<file path="src/core/midi_tunnel_pkg.sv">
// Package holding constants and types for the MIDI user bit tunnel
package midi_tunnel_pkg;

  localparam logic [5:0] CHAN_STD     = 6'h37;  // Channel 56, zero based
  localparam logic [5:0] CHAN_96K     = 6'h1b;  // Channel 28, zero based
  localparam logic [5:0] CHAN_LAST    = 6'h3f;
  localparam logic       LINE_IDLE    = 1'b1;   // MIDI line idles high
  localparam logic [2:0] PRESS_FILTER = 3'h3;   // Cycles for a clean press

  typedef enum logic [1:0] {
    REMOTE_MIDI,
    REMOTE_MADI,
    REMOTE_OFF
  } remote_src_t;

endpackage

</file>
<file path="src/core/midi_user_bit_tunnel.sv">
// MIDI tunnel carried in one MADI channel user bit
`timescale 1ns/1ps
module midi_user_bit_tunnel (
  input  wire logic                         sys_clk,
  input  wire logic                         rst_n,
  input  wire logic                         mode_96k,
  input  wire logic                         remote_press,
  input  wire logic                         midi_in,
  input  wire logic                         rx_valid,
  input  wire logic [5:0]                   rx_chan,
  input  wire logic [23:0]                  rx_audio,
  input  wire logic                         rx_user,
  input  wire logic                         rx_aux,
  output      logic                         tx_valid,
  output      logic [5:0]                   tx_chan,
  output      logic [23:0]                  tx_audio,
  output      logic                         tx_user,
  output      logic                         tx_aux,
  output      logic                         midi_out,
  output      midi_tunnel_pkg::remote_src_t remote_src
);
  import midi_tunnel_pkg::*;

  // Timing: a slot taken at one edge shows on the tx side at the
  // next; midi_out moves one cycle after the tunnel slot arrives.
  // Every output is a flip-flop, so no input reaches a pin without
  // passing a register first.

  // Slot framing: valid and index follow the incoming slot a cycle
  // late, so every outgoing slot keeps its place in the frame.
  logic        next_tx_valid;
  logic [5:0]  next_tx_chan;

  // Slot payload: no routing input reaches this path, so the MIDI
  // tunnel cannot depend on how audio channels are patched.
  logic [23:0] next_tx_audio;
  logic        next_tx_aux;

  // User bit of the outgoing slot, the only field the tunnel touches
  logic        next_tx_user;

  // Local line sampler: registered line, and the per-frame sample
  // held for the next tunnel slot
  logic        midi_line;
  logic        next_midi_line;
  logic        frame_sample;
  logic        next_frame_sample;

  // Line rebuilt from the incoming tunnel slot
  logic        next_midi_out;

  // Selector: stepped state, and the copy that drives the port
  remote_src_t sel;
  remote_src_t next_remote_src;
  logic        forward_madi;

  // Slot decode: combinational, so a slot is recognised in the
  // cycle it arrives and answered at the next edge
  logic [5:0]  midi_chan;
  logic        is_midi_chan;
  logic        frame_end;

  // The press is taken as clean; a bouncing button steps more than
  // once, so any debouncing belongs in front of this block.
  remote_selector u_sel (
    .sys_clk    (sys_clk),
    .rst_n      (rst_n),
    .press      (remote_press),
    .remote_src (sel)
  );

  // A mode change in mid frame moves the tunnel slot at once; the
  // frame under way may then carry the bit twice or not at all.
  always_comb begin
    midi_chan    = CHAN_STD;
    is_midi_chan = 1'b0;
    frame_end    = 1'b0;
    // Both channel indexes are zero based
    if (mode_96k) begin
      midi_chan = CHAN_96K;
    end
    // Idle slots carry junk, so decode only what is marked valid
    if (rx_valid) begin
      is_midi_chan = (rx_chan == midi_chan);
      // A frame cut short before its last slot keeps the old
      // sample, so a broken frame repeats the line, never garbles it
      frame_end    = (rx_chan == CHAN_LAST);
    end
  end

  // Decide on the registered selector, so the mode shown on the
  // port is always the one that shapes the outgoing user bit.
  assign forward_madi = (remote_src == REMOTE_MADI);

  always_comb begin
    next_tx_valid = rx_valid;
    next_tx_chan  = rx_chan;
  end

  always_ff @(posedge sys_clk) begin
    if (!rst_n) begin
      // Cleared so nothing downstream sees a slot during reset
      tx_valid <= 1'b0;
      tx_chan  <= '0;
    end else begin
      tx_valid <= next_tx_valid;
      tx_chan  <= next_tx_chan;
    end
  end

  // Audio and the other status bits pass untouched
  always_comb begin
    next_tx_audio = rx_audio;
    next_tx_aux   = rx_aux;
  end

  always_ff @(posedge sys_clk) begin
    if (!rst_n) begin
      // Silence on every channel while in reset
      tx_audio <= '0;
      tx_aux   <= 1'b0;
    end else begin
      tx_audio <= next_tx_audio;
      tx_aux   <= next_tx_aux;
    end
  end

  // Every slot but the tunnel slot passes its own user bit. On the
  // tunnel slot it carries either the forwarded line or the local
  // line sample, never a mix of the two.
  always_comb begin
    next_tx_user = rx_user;
    if (is_midi_chan) begin
      if (forward_madi) begin
        // Local input is kept out of the stream while forwarding
        next_tx_user = rx_user;
      end else begin
        next_tx_user = frame_sample;
      end
    end
  end

  always_ff @(posedge sys_clk) begin
    if (!rst_n) begin
      // No tunnel data leaves while in reset
      tx_user <= 1'b0;
    end else begin
      tx_user <= next_tx_user;
    end
  end

  // The input is registered once, then held from one frame end to
  // the next, so each frame carries exactly one sample. It is taken
  // at the last slot and rides in the next frame's tunnel slot.
  // Limitation: the serial rate must stay well below the frame rate,
  // or short bits fall between samples and are lost.
  always_comb begin
    next_midi_line    = midi_in;
    next_frame_sample = frame_sample;
    if (frame_end) begin
      next_frame_sample = midi_line;
    end
  end

  always_ff @(posedge sys_clk) begin
    if (!rst_n) begin
      // Idle level, so the first frames carry no false start bit
      midi_line    <= LINE_IDLE;
      frame_sample <= LINE_IDLE;
    end else begin
      midi_line    <= next_midi_line;
      frame_sample <= next_frame_sample;
    end
  end

  // The output follows the tunnel slot's user bit and holds it until
  // the next frame, rebuilding the far-end line. A frame that never
  // reaches the tunnel slot leaves it as it was. Bit edges on the
  // output are therefore quantised to the frame period.
  always_comb begin
    next_midi_out = midi_out;
    if (is_midi_chan) begin
      next_midi_out = rx_user;
    end
  end

  always_ff @(posedge sys_clk) begin
    if (!rst_n) begin
      // Idle level, so a listener sees no start bit after reset
      midi_out <= LINE_IDLE;
    end else begin
      midi_out <= next_midi_out;
    end
  end

  // The port copy lags the stepping logic by a cycle. Forwarding
  // keys off this copy, so a new mode applies from the first slot
  // after the port shows it.
  always_comb begin
    next_remote_src = sel;
  end

  always_ff @(posedge sys_clk) begin
    if (!rst_n) begin
      // Reset hands control back to the local MIDI port
      remote_src <= REMOTE_MIDI;
    end else begin
      remote_src <= next_remote_src;
    end
  end

endmodule

</file>
<file path="src/core/remote_selector.sv">
// Remote source selector stepping MIDI, MADI, off on each press
`timescale 1ns/1ps
module remote_selector (
  input  wire logic                         sys_clk,
  input  wire logic                         rst_n,
  input  wire logic                         press,
  output      midi_tunnel_pkg::remote_src_t remote_src
);
  import midi_tunnel_pkg::*;

  remote_src_t state;
  remote_src_t next_state;
  logic        press_last;
  logic        next_press_last;

  assign remote_src = state;

  always_comb begin
    next_press_last = press;
    next_state      = state;
    // Rising edge only, so a held button steps once
    if (press && !press_last) begin
      unique case (state)
        REMOTE_MIDI: next_state = REMOTE_MADI;
        REMOTE_MADI: next_state = REMOTE_OFF;
        REMOTE_OFF:  next_state = REMOTE_MIDI;
        default:     next_state = REMOTE_MIDI;
      endcase
    end
  end

  always_ff @(posedge sys_clk) begin
    if (!rst_n) begin
      state      <= REMOTE_MIDI;
      press_last <= 1'b0;
    end else begin
      state      <= next_state;
      press_last <= next_press_last;
    end
  end

endmodule

</file>
<file path="config.mk">
export PLATFORM = sky130hd
export DESIGN_NAME = midi_user_bit_tunnel
export DESIGN_NICKNAME = d
export VERILOG_FILES = /design/src/core/midi_tunnel_pkg.sv /design/src/core/midi_user_bit_tunnel.sv /design/src/core/remote_selector.sv
export SDC_FILE = /design/constraint.sdc
export NUM_CORES = 1
export LEC_CHECK = 0
export BUFFER_PORTS_ARGS = -buffer_cell sky130_fd_sc_hd__buf_2
export CORE_ASPECT_RATIO = 0.5
export CORE_MARGIN = 8
export CORE_UTILIZATION = 43
export CTS_BUF_LIST = sky130_fd_sc_hd__clkbuf_8
export CTS_CLUSTER_SIZE = 24
export DETAILED_ROUTE_END_ITERATION = 7
export GPL_TIMING_DRIVEN = 0
export PLACE_DENSITY = 0.76
export SLEW_MARGIN = 40
export SYNTH_ARGS = -nofsm -noshare
export SYNTH_HDL_FRONTEND = slang
export SYNTH_SLANG_ARGS = --single-unit
</file>
<file path="constraint.sdc">
create_clock -name sys_clk -period 1 [get_ports sys_clk]
set_input_delay 0.05 -clock sys_clk [delete_from_list [all_inputs] [get_ports sys_clk]]
set_output_delay 0.05 -clock sys_clk [all_outputs]
set_load 0.1 [all_outputs]
</file>
Yosys cells after proc, flatten, opt, wreduce, memory -nomap -nowiden
Index checks and enable logic that the tools add are counted.

operators by class
  mux-type cells = 6
  reduce and logical (&&, ||, !) cells = 3
  eq/ne operators = 4

operators with widths
  kind                  number
  $eq A6 B6 Y1          1
  $eq A6 B6 Y1 const B  1
  $mux W6               1
  $eq A2 B1 Y1 const B  2
  $mux W1               4
  $pmux W2 S2           1
  $logic_not A2 Y1      1
  $logic_and A1 B1 Y1   1
  $logic_not A1 Y1      1

word-level totals
  output and inout port bits = 36
  input bits = 38
  word-level logic and storage cells = 24
  bits in registers = 41

Depth between registers and ports, before layout
Gate-level depths: netlist (run 1).

  depth in word-level cells = 4
  gate-level depth with buffers = 3

Hierarchy
A second synthesis (run 1) with hierarchy kept.

second synthesis, totals
  cell total of the unflattened synthesis = 104
  area, all modules = 1236.2 µm²

modules (own cells, without submodules)
  module                area each (µm²)  cells each  times used
  midi_user_bit_tunnel  1112.3           93          1
  remote_selector       123.9            11          1

Least setup slack after synthesis (run 1)
Ideal clock, no wire load.

  kind = flip-flop to flip-flop
  start = register remote_src[1]
  end = register tx_user
  path slack = -0.817 ns
  cell stages (with the launch flop) = 4
  data arrival time = 1.745 ns
  buffers on the path = 0
  required time = 0.928 ns
  library setup time = 0.072 ns
  cells stage by stage = dfxtp_1 clkinvlp_2 a221oi_2 mux2i_1

between the ends
  longest elaborated chain between the ends = 3

RTL lines
  item                    line                         text
  from (decl)             midi_user_bit_tunnel.sv:20   output midi_tunnel_pkg::remote_src_t remote_src
  from (signal assigned)  midi_user_bit_tunnel.sv:208  remote_src <= next_remote_src;
  $eq A2 B1 Y1            midi_user_bit_tunnel.sv:93   assign forward_madi = (remote_src == REMOTE_MADI);
  $mux W1                 midi_user_bit_tunnel.sv:134  if (forward_madi) begin
  $mux W1                 midi_user_bit_tunnel.sv:133  if (is_midi_chan) begin
  to (signal assigned)    midi_user_bit_tunnel.sv:148  tx_user <= next_tx_user;
  to (decl)               midi_user_bit_tunnel.sv:17   output logic tx_user,

Every way passes these cells.
A chain may end at the register's enable or synchronous reset.

Final worst setup path (run 1)
  start = register remote_src[1]
  end = output remote_src[1]

No word-level cell between the ends.

==> results of run 1 <==
synthesized netlist by cell type:
master,number
clkinvlp_2,1
nand2b_1,1
nand2_1,2
nor2b_1,6
nand4_1,1
nor2_1,1
and2_1,34
a221oi_2,1
nand3_1,1
inv_1,1
and2_2,1
o311ai_1,1
clkbuf_1,4
o21ai_1,1
a21oi_1,1
mux2i_1,4
nand4bb_1,2
dfxtp_1,41
power by group through the flow:
| stage | Clock [uW] | Combinational, uW | Sequential, uW |
|---|---|---|---|
| detailed placement | 0 | 807 | 1780 |
| global route | 1160 | 990 | 1750 |
| CTS | 1080 | 945 | 1740 |
| floorplan | 0 | 91.1 | 2320 |
| global placement | 0 | 800 | 1770 |
| finish | 1060 | 955 | 1740 |
worst paths after layout:
check	end	cells past startpoint	slack, ns
setup reg to reg	tx_user	3	0.05
hold / removal	tx_chan[5]	2	0.006
setup / recovery	remote_src[1]	1	0.02
hold reg to reg	frame_sample	2	0.48
cell type report:
type / instances / area, sq um / share of cell area (%)
Clock buffer: 6 / 82.6 / 3.86
Sequential cell: 41 / 827 / 38.7
Multi-Input combinational cell: 57 / 383 / 17.9
Clock inverter: 1 / 3.75 / 0.176
Buffer: 4 / 15.0 / 0.702
Inverter: 2 / 11.3 / 0.527
Timing Repair Buffer: 104 / 769 / 36.0
Tap cell: 37 / 46.3 / 2.17
repair_timing:
action                     in CTS  in global routing
hold buffers                   31                  0
gates cloned                    0                  0
pin swaps                       0                  1
setup endpoints to repair      36                  3
hold endpoints to repair       31                  0
gates resized for setup        36                  1
cells by family after synthesis:
group	count (synthesis)	synth area share (%)
simple gates	49	25.2
compound gates	4	2.75
buf+inv	6	1.94
flops	41	66.9
mux	4	3.26
registers in the layout, summed over array words and instances (netlist names):
| name | flops |
|---|---|
| tx_audio | 24 |
| tx_chan | 6 |
| remote_src | 2 |
| u_sel.remote_src | 2 |
| frame_sample | 1 |
| midi_line | 1 |
| midi_out | 1 |
| tx_aux | 1 |
| tx_user | 1 |
| tx_valid | 1 |
| u_sel.press_last | 1 |
metrics by stage:
stage | std cells | hold WS, ns | worst slack, ns | total power, uW | util (%)
2_1_floorplan | 104 | 0.123 | -0.205 | 2410 | -
3_3_place_gp | 214 | 0.235 | 0.0522 | 2570 | 62.2
3_5_place_dp | 214 | 0.240 | 0.0320 | 2580 | 62.2
4_1_cts | 252 | 0.00170 | 0.00959 | 3760 | 80.5
5_1_grt | 252 | 0.0156 | -0.0297 | 3900 | 80.7
6_report | 252 | 0.00595 | 0.0231 | 3760 | 80.7
routing by layer:
layer  wire length (um)  GRT usage [%]  part of all wire, %
met1               1310           12.5                   36
met2               2040           29.9                   56
met3                248           5.68                  6.8
met4                 42           8.04                  1.2
met5                  0              0                    0
==> flow_summary_export.csv, run 1 <==
group,metric,value,unit
finish,syn2layout_area_growth,74.2,%
sta,worst_slew_pin_slew,0.392,ns
grt,gr-total-overflow,0,
synth,synth_top_area_share,66.9,%
grt,grtUsageTotal,14.5,%
die,core,0.00265,sq mm
finish,final_cell_mix,"dfxtp_1, buf_2, buf_4, and2_1, dlygate4sd3_1",
die,start_util,46.3,%
synth,synth_area_leaders,"dfxtp_1, and2_1, mux2i_1",
clock_tree,clk_pin_slew,0.07,ns
sta,fin_crit_sh,97.7,%
finish,stdcell_area,0.00214,sq mm
detailed_routing,via_count,1089,
power,comb_power_share,25.4,%
setup_path,end_kind,"primary output",
place,port_buffers,73,
power,p_switching,1220,uW
place,routabilityCongestion,0.676,
sta,fmax,1020,MHz
grt,grt_max_degree,12,
grt,antenna_found_initial,0,
finish,num_antenna_cells,0,
detailed_routing,dr.pass1.iters,4,
setup_path,r2r-start,"remote_src[1]",
detailed_routing,antenna_left,0,
setup_path,cp_top_family,"flip-flops",
die,io_pins,74,
power,pwr-share-clk,28.2,%
place,placed_area,0.00165,sq mm
clock_tree,clock_path_buffers,2,
setup_path,crit_required,0.95,ns
synth,ys_seq_elements,41,
power,power_density,1760,mW/mm^2
detailed_routing,drc_errors,0,
power,power.internal,2530,uW
detailed_routing,drt-wirelength-per-cell,14.4,um
synth,netlist_instances,104,
synth,synth_warnings,0,
synth,yosysTopAreaCell,"dfxtp_1",
detailed_routing,routed_wl,3640,um
grt,grt_pass1_vias,1159,
setup_path,crit_buf_inv,1,
power,swShare,32.5,%
synth,seq_area_frac_synth,66.9,%
sta,hold_violations,0,
setup_path,crit_path_max_fanout,2,
place,dp_hpwl,2300,um
setup_path,startpoint_type,"flop",
sta,rsz0062_at_grt,"yes",
clock_tree,cts_tree,"done",
synth,syn-mean-instance-area,11.8,sq um
sta,period_minus_slack,0.977,ns
detailed_routing,routed_via_density,4.32,
die,dieHeight,53.8,um
run,drv_cap,0,
synth,synth.distinct_cells,18,
clock_tree,cts_root_buf,"clkbuf_8",
setup_path,crit_start,"remote_src[1]",
worst_hold_path,hp-start,"rx_chan[5]",
sta,setup_viol_count_final,0,
clock_tree,clk_latency,0.28,ns
sta,drv_slew,0,
die,die_w,91.6,um
die,rows,13,
finish,drive_gt1_share,39.5,%
finish,nets,253,
setup_path,crit_chain,"buf_4",
power,ir_drop,1090,uV
grt,grt_pass1_wl,5430,um
clock_tree,cts_sinks,41,
sta,setup_tns,0,ns
outcome,status,"completed",
detailed_routing,drt_iter0_markers,16,
setup_path,crit_arrival,0.93,ns
sta,skew,0.00467,ns
setup_path,slowest_delay,0.36,ns
synth,synth_area,0.00123,sq mm
worst_hold_path,worstHoldPathType,"in2reg",
setup_path,crit_path_top_delay_cell,"dfxtp_4",
sta,slew-limit-headroom,73.9,%
finish,fillers,147,
finish,mostFrequentLayoutCell,"dfxtp_1",
synth,syn-num-nets,142,
setup_path,criticalPathCategory,"reg2out",
power,p_leak,0.00100,uW
clock_tree,cts_made_buffers,5,
power,pwr-share-seq,46.4,%
die,die-area,0.00492,sq mm
clock_tree,post-cts-setup-buffers,0,
clock_tree,htreeDepth,2,
Note: power is estimated with default switching activity, not from simulation.
==> run 2, diff against run 1 <==
Settings changed: ABC_AREA set to 1, CORE_UTILIZATION 43 to 45, PLACE_DENSITY 0.76 to 0.77.
==> flow_summary_export.csv, run 2 <==
group,metric,value,unit
clock_tree,clock_path_buffers,2,
clock_tree,clk_latency,0.29,ns
finish,mostFrequentLayoutCell,"nand2_1",
die,die-area,0.00516,sq mm
synth,synth_most_common_cell,"nand2_1",
synth,netlist_instances,165,
power,power.total,4180,uW
finish,num_antenna_cells,0,
grt,grt_pass1_wl,6930,um
die,core,0.00294,sq mm
setup_path,criticalPathCategory,"in2reg",
clock_tree,cts_tree,"done",
synth,syn-num-nets,203,
setup_path,end_kind,"flop",
sta,slew-limit-headroom,80.6,%
finish,largest_reg_flops,24,
clock_tree,htreeDepth,2,
synth,synth_area,0.00137,sq mm
setup_path,cp_top_family,"buffers and inverters",
clock_tree,cts_made_buffers,5,
place,port_buffers,73,
finish,largest_registers,"tx_audio (24), tx_chan (6)",
die,dieHeight,55.0,um
synth,ys_seq_elements,41,
sta,fin_crit_sh,99.8,%
synth,synth_ff_type,"dfxtp_1",
die,start_util,46.4,%
setup_path,slowest_delay,0.53,ns
finish,fin_util,79.9,%
clock_tree,clk_pin_slew,0.08,ns
setup_path,crit_chain,"dlygate4sd3_1 > buf_2 > nand2_4 > nor2_4 > nand3_2 > nand2_1 > a21oi_2",
synth,synth_area_leaders,"dfxtp_1, nand2_1, inv_1",
place,routabilityCongestion,0.699,
finish,nets,314,
die,io_pins,74,
sta,hold_violations,0,
sta,fmax,1000,MHz
synth,synth.distinct_cells,18,
detailed_routing,drt-wirelength-per-cell,15.9,um
detailed_routing,dr.pass1.iters,4,
sta,period_minus_slack,0.998,ns
finish,largest-register,"tx_audio",
detailed_routing,via_count,1451,
setup_path,crit_arrival,1.19,ns
run,drv_cap,0,
grt,antenna_found_initial,0,
synth,synth_top_area_share,60.1,%
sta,worst_slew_pin_slew,0.293,ns
synth,syn-mean-instance-area,8.28,sq um
finish,syn2layout_area_growth,72.1,%
synth,synth_commonest_cells,"nand2_1, inv_1, dfxtp_1",
sta,skew,0.00673,ns
detailed_routing,routed_wl,5030,um
setup_path,crit_required,1.19,ns
detailed_routing,drc_errors,0,
setup_path,startpoint_type,"input pin",
power,power_density,1780,mW/mm^2
place,dp_hpwl,2410,um
synth,synth_warnings,0,
setup_path,crit_buf_inv,2,
finish,drive_gt1_share,36.5,%
synth,synth_edf_count,0,
place,dp.cells,278,
grt,grt_pass1_vias,1513,
place,placed_area,0.00179,sq mm
grt,gr-total-overflow,0,
grt,grt_max_degree,13,
sta,drv_slew,0,
die,die_w,93.9,um
detailed_routing,antenna_left,0,
worst_hold_path,worstHoldPathType,"in2reg",
setup_path,crit_path_max_fanout,3,
outcome,status,"completed",
power,p_leak,0.00142,uW
finish,final_cell_count_no_fill,317,
synth,yosysTopAreaCell,"dfxtp_1",
die,rows,14,
setup_path,crit_path_top_delay_cell,"dlygate4sd3_1",
clock_tree,cts_sinks,41,
power,ir_drop,1120,uV
clock_tree,cts_root_buf,"clkbuf_8",
finish,fillers,153,
synth,seq_area_frac_synth,60.1,%
sta,hold_slack,0.0122,ns
synth,async_flop_share,0,%
finish,final_cell_mix,"nand2_1, inv_1, buf_4, dfxtp_1, buf_2",
detailed_routing,routed_via_density,4.58,
grt,grtUsageTotal,17.8,%
detailed_routing,drt_iter0_markers,45,
sta,setup_viol_count_final,0,
finish,stdcell_area,0.00235,sq mm
## run 2: cell count changes in the layout (fill, tap and decap cells not counted), moves of 4 or more
| cell | before | now |
|---|---|---|
| nand2_1 | 2 | 47 |
| inv_1 | 2 | 46 |
| and2_1 | 34 | 0 |
| nor2b_1 | 6 | 0 |
| buf_4 | 35 | 39 |
| clkbuf_1 | 4 | 0 |
| mux2i_1 | 4 | 0 |
| nand2_2 | 0 | 4 |
| nand3_1 | 1 | 5 |
## run 2: metal layers
layer / vias up / share of wire (%) / track usage [%]
met1: 670 / 34 / 15.4
met5: - / 0 / 0
li1: 680 / - / -
met3: 28 / 6.2 / 5.79
met4: 0 / 5.2 / 12.2
met2: 73 / 55 / 36.2
## run 2: area by class of cell
type / count / area (sq um) / share of cell area [%]
clock inverter: 2 / 33.8 / 1.44
tap: 40 / 50.0 / 2.13
clock buffer: 6 / 82.6 / 3.51
buffer: 4 / 27.5 / 1.17
multi-input combinational: 74 / 363 / 15.4
timing repair buffer: 104 / 797 / 33.9
sequential: 41 / 825 / 35.1
inverter: 46 / 173 / 7.34
## run 2: power by group
group	internal (uW)	switching [uW]
Clock	804	569
Combinational	292	767
Sequential	1720	33.1
## run 2: path summary, 6_finish.rpt
path | start | to | slack, ns | cells past startpoint
hold reg to reg | u_sel.remote_src[0] | remote_src[0] | 0.46 | 2
setup reg to reg | u_sel.press_last | u_sel.remote_src[1] | 0.10 | 5
setup / recovery | rx_chan[0] | tx_user | 0.002 | 7
hold / removal | rx_chan[2] | tx_chan[2] | 0.01 | 3
## run 2: worst min-delay path, stage by stage
cell	delay (ns)
buf_2	0.12
nand2_1	0.05
inv_1	0.04
## run 2: logic make-up (layout without fill, tap and decap cells)
logic type,after synthesis,after routing,synth area share [%]
simple gates,70,70,23.5
flops,41,41,60.1
compound gates,4,4,1.74
buf+inv,50,162,14.7
## run 2: timing repair
item	4_1_cts	5_1_grt
resized for setup	36	12
hold buffers	32	0
endpoints found under the setup margin	36	4
buffers inserted	0	1
endpoints found under the hold margin	32	0
pin swaps	0	1
## run 2: stage by stage
stage / setup TNS [ns] / setup WS, ns
final: 0 / 0.00236
after global routing: -0.0809 / -0.0408
after CTS: 0 / 0.0189
after detailed placement: 0 / 0.198
after global placement: 0 / 0.212
after floorplan: -0.158 / -0.158
==> run 3, diff against run 2 <==
--- a/config.mk
+++ b/config.mk
@@ -16,4 +16,5 @@
 export GPL_TIMING_DRIVEN = 0
 export PLACE_DENSITY = 0.77
+export SKIP_LAST_GASP = 1
 export SLEW_MARGIN = 40
 export SYNTH_ARGS = -nofsm -noshare
==> constraint.sdc (replaced) <==
create_clock -name sys_clk -period 1 [get_ports sys_clk]
set_input_delay 0.05 -clock sys_clk [delete_from_list [all_inputs] [get_ports sys_clk]]
set_output_delay 0.05 -clock sys_clk [all_outputs]
set_load 0.005 [all_outputs]
==> flow_summary_export.csv, run 3 (synthesized netlist as in run 2, its figures left out) <==
group,metric,value,unit
sta,skew,0.00631,ns
finish,largest_registers,"tx_audio (24), tx_chan (6)",
setup_path,r2r-start,"u_sel.press_last",
setup_path,end_kind,"flop",
sta,period_minus_slack,0.969,ns
detailed_routing,wl_met2,2200,um
setup_path,crit_arrival,1.15,ns
finish,stdcell_area,0.00223,sq mm
sta,slew-limit-headroom,85.3,%
setup_path,crit_path_top_delay_cell,"dlygate4sd3_1",
detailed_routing,routed_wl,3870,um
power,ir_drop,909,uV
sta,rsz0062_at_grt,"yes",
clock_tree,cts_sinks,41,
die,dieHeight,55.0,um
sta,worst_slew_pin_slew,0.220,ns
detailed_routing,antenna_left,0,
place,placed_area,0.00178,sq mm
grt,grt_pass1_vias,1421,
clock_tree,post-cts-setup-buffers,0,
setup_path,slowest_delay,0.53,ns
sta,fmax,1030,MHz
grt,grt_max_degree,13,
run,drv_cap,0,
finish,mostFrequentLayoutCell,"buf_2",
die,start_util,46.4,%
detailed_routing,drc_errors,0,
setup_path,r2r_cells,4,
clock_tree,cts_made_buffers,5,
grt,gr-total-overflow,0,
clock_tree,clk_pin_slew,0.08,ns
finish,syn2layout_area_growth,63.5,%
power,p_leak,0.00136,uW
setup_path,timing.critical_path.mode_cell,"nand2_1",
finish,final_cell_count_no_fill,316,
place,routabilityCongestion,0.704,
clock_tree,cts_root_buf,"clkbuf_8",
clock_tree,htreeDepth,2,
place,port_buffers,73,
outcome,status,"completed",
die,die_w,93.9,um
setup_path,crit_required,1.18,ns
die,rows,14,
detailed_routing,routed_via_density,4.08,
finish,fin_util,75.9,%
detailed_routing,via_count,1289,
detailed_routing,dr.pass1.iters,4,
clock_tree,cts_tree,"done",
finish,nets,313,
sta,fin_crit_sh,96.9,%
setup_path,criticalPathCategory,"in2reg",
finish,final_cell_mix,"buf_2, nand2_1, inv_1, dfxtp_1, dlygate4sd3_1",
grt,antenna_found_initial,0,
die,io_pins,74,
worst_hold_path,worstHoldPathType,"in2reg",
finish,drive_gt1_share,34.8,%
setup_path,crit_chain,"dlygate4sd3_1 > buf_2 > inv_1 > nand2_1 > nand2_2 > nand3_2 > nand2_1 > nand3_1",
setup_path,cp_top_family,"buffers and inverters",
setup_path,crit_buf_inv,3,
detailed_routing,drt_iter0_markers,43,
detailed_routing,wl_met1,1320,um
sta,drv_slew,0,
sta,setup_viol_count_final,0,
detailed_routing,highest_layer,"met4",
place,dp_hpwl,2470,um
setup_path,crit_path_max_fanout,4,
detailed_routing,drt-wirelength-per-cell,12.2,um
grt,grt_pass1_wl,6260,um
finish,largest-register,"tx_audio",
finish,largest_reg_flops,24,
detailed_routing,wl_met3,275,um
finish,num_antenna_cells,0,
place,dp.cells,278,
sta,hold_violations,0,
worst_hold_path,whs_endpoint,"midi_out",
worst_hold_path,hp-start,"rx_user",
sta,setup_tns,0,ns
clock_tree,clock_path_buffers,2,
grt,grtUsageTotal,15.8,%
setup_path,startpoint_type,"input pin",
worst_hold_path,whs_path_depth,3,
die,die-area,0.00516,sq mm
setup_path,reg2reg_to,"u_sel.remote_src[0]",
die,core,0.00294,sq mm
clock_tree,clk_latency,0.29,ns
power,power_density,1580,mW/mm^2
setup_path,reg2reg_slack,0.15,ns
==> run 3: per-layer routing <==
layer | global-route usage [%] | vias to the layer above
met2 | 32.4 | 39
met1 | 14.7 | 564
met4 | 7.01 | 0
li1 | - | 678
met5 | 0 | -
met3 | 4.98 | 8
==> run 3: power breakdown <==
part / switching [uW] / internal, uW
Combinational: 204 / 240
Sequential: 23.8 / 1720
Clock: 537 / 803
==> run 3: worst max-delay path by stage <==
stage / end / from / depth (start not counted)
2_1_floorplan: tx_user / remote_src[1] / 6
5_1_grt: midi_out / rx_chan[5] / 8
4_1_cts: midi_out / rx_chan[3] / 8
6_report: midi_out / rx_chan[5] / 8
3_3_place_gp: tx_user / remote_src[1] / 6
3_5_place_dp: tx_user / remote_src[1] / 6
==> run 3: layout make-up <==
cell class / instances / area [sq um]
flip-flops and latches: 41 / 821
clock inverters: 2 / 33.8
fillers: 189 / 709
well taps: 40 / 50.0
repair buffers: 103 / 686
multi-input cells: 74 / 360
inverters: 46 / 173
plain buffers: 4 / 27.5
clock buffers: 6 / 82.6
==> run 3: timing repair <==
item | in CTS | in global routing
gates resized for setup | 0 | 7
endpoints found under the setup margin | 0 | 4
endpoints found under the hold margin | 34 | 0
hold buffers | 34 | 0
==> run 3: worst reg2reg max path, cell delays in order, from the launching register on <==
cell and delay [ns]:
dfxtp_1 0.31, inv_1 0.05, nand2_1 0.12, o21ai_1 0.19
a21oi_1 0.07
==> run 3: stage by stage <==
stage               hold slack (ns)  total power, uW  setup slack, ns
floorplan                     0.143             1930            0.254
global placement              0.226             2090            0.252
detailed placement            0.233             2110            0.207
CTS                          0.0217             3540           0.0171
global route                 0.0440             3670          -0.0354
finish                       0.0495             3520           0.0305
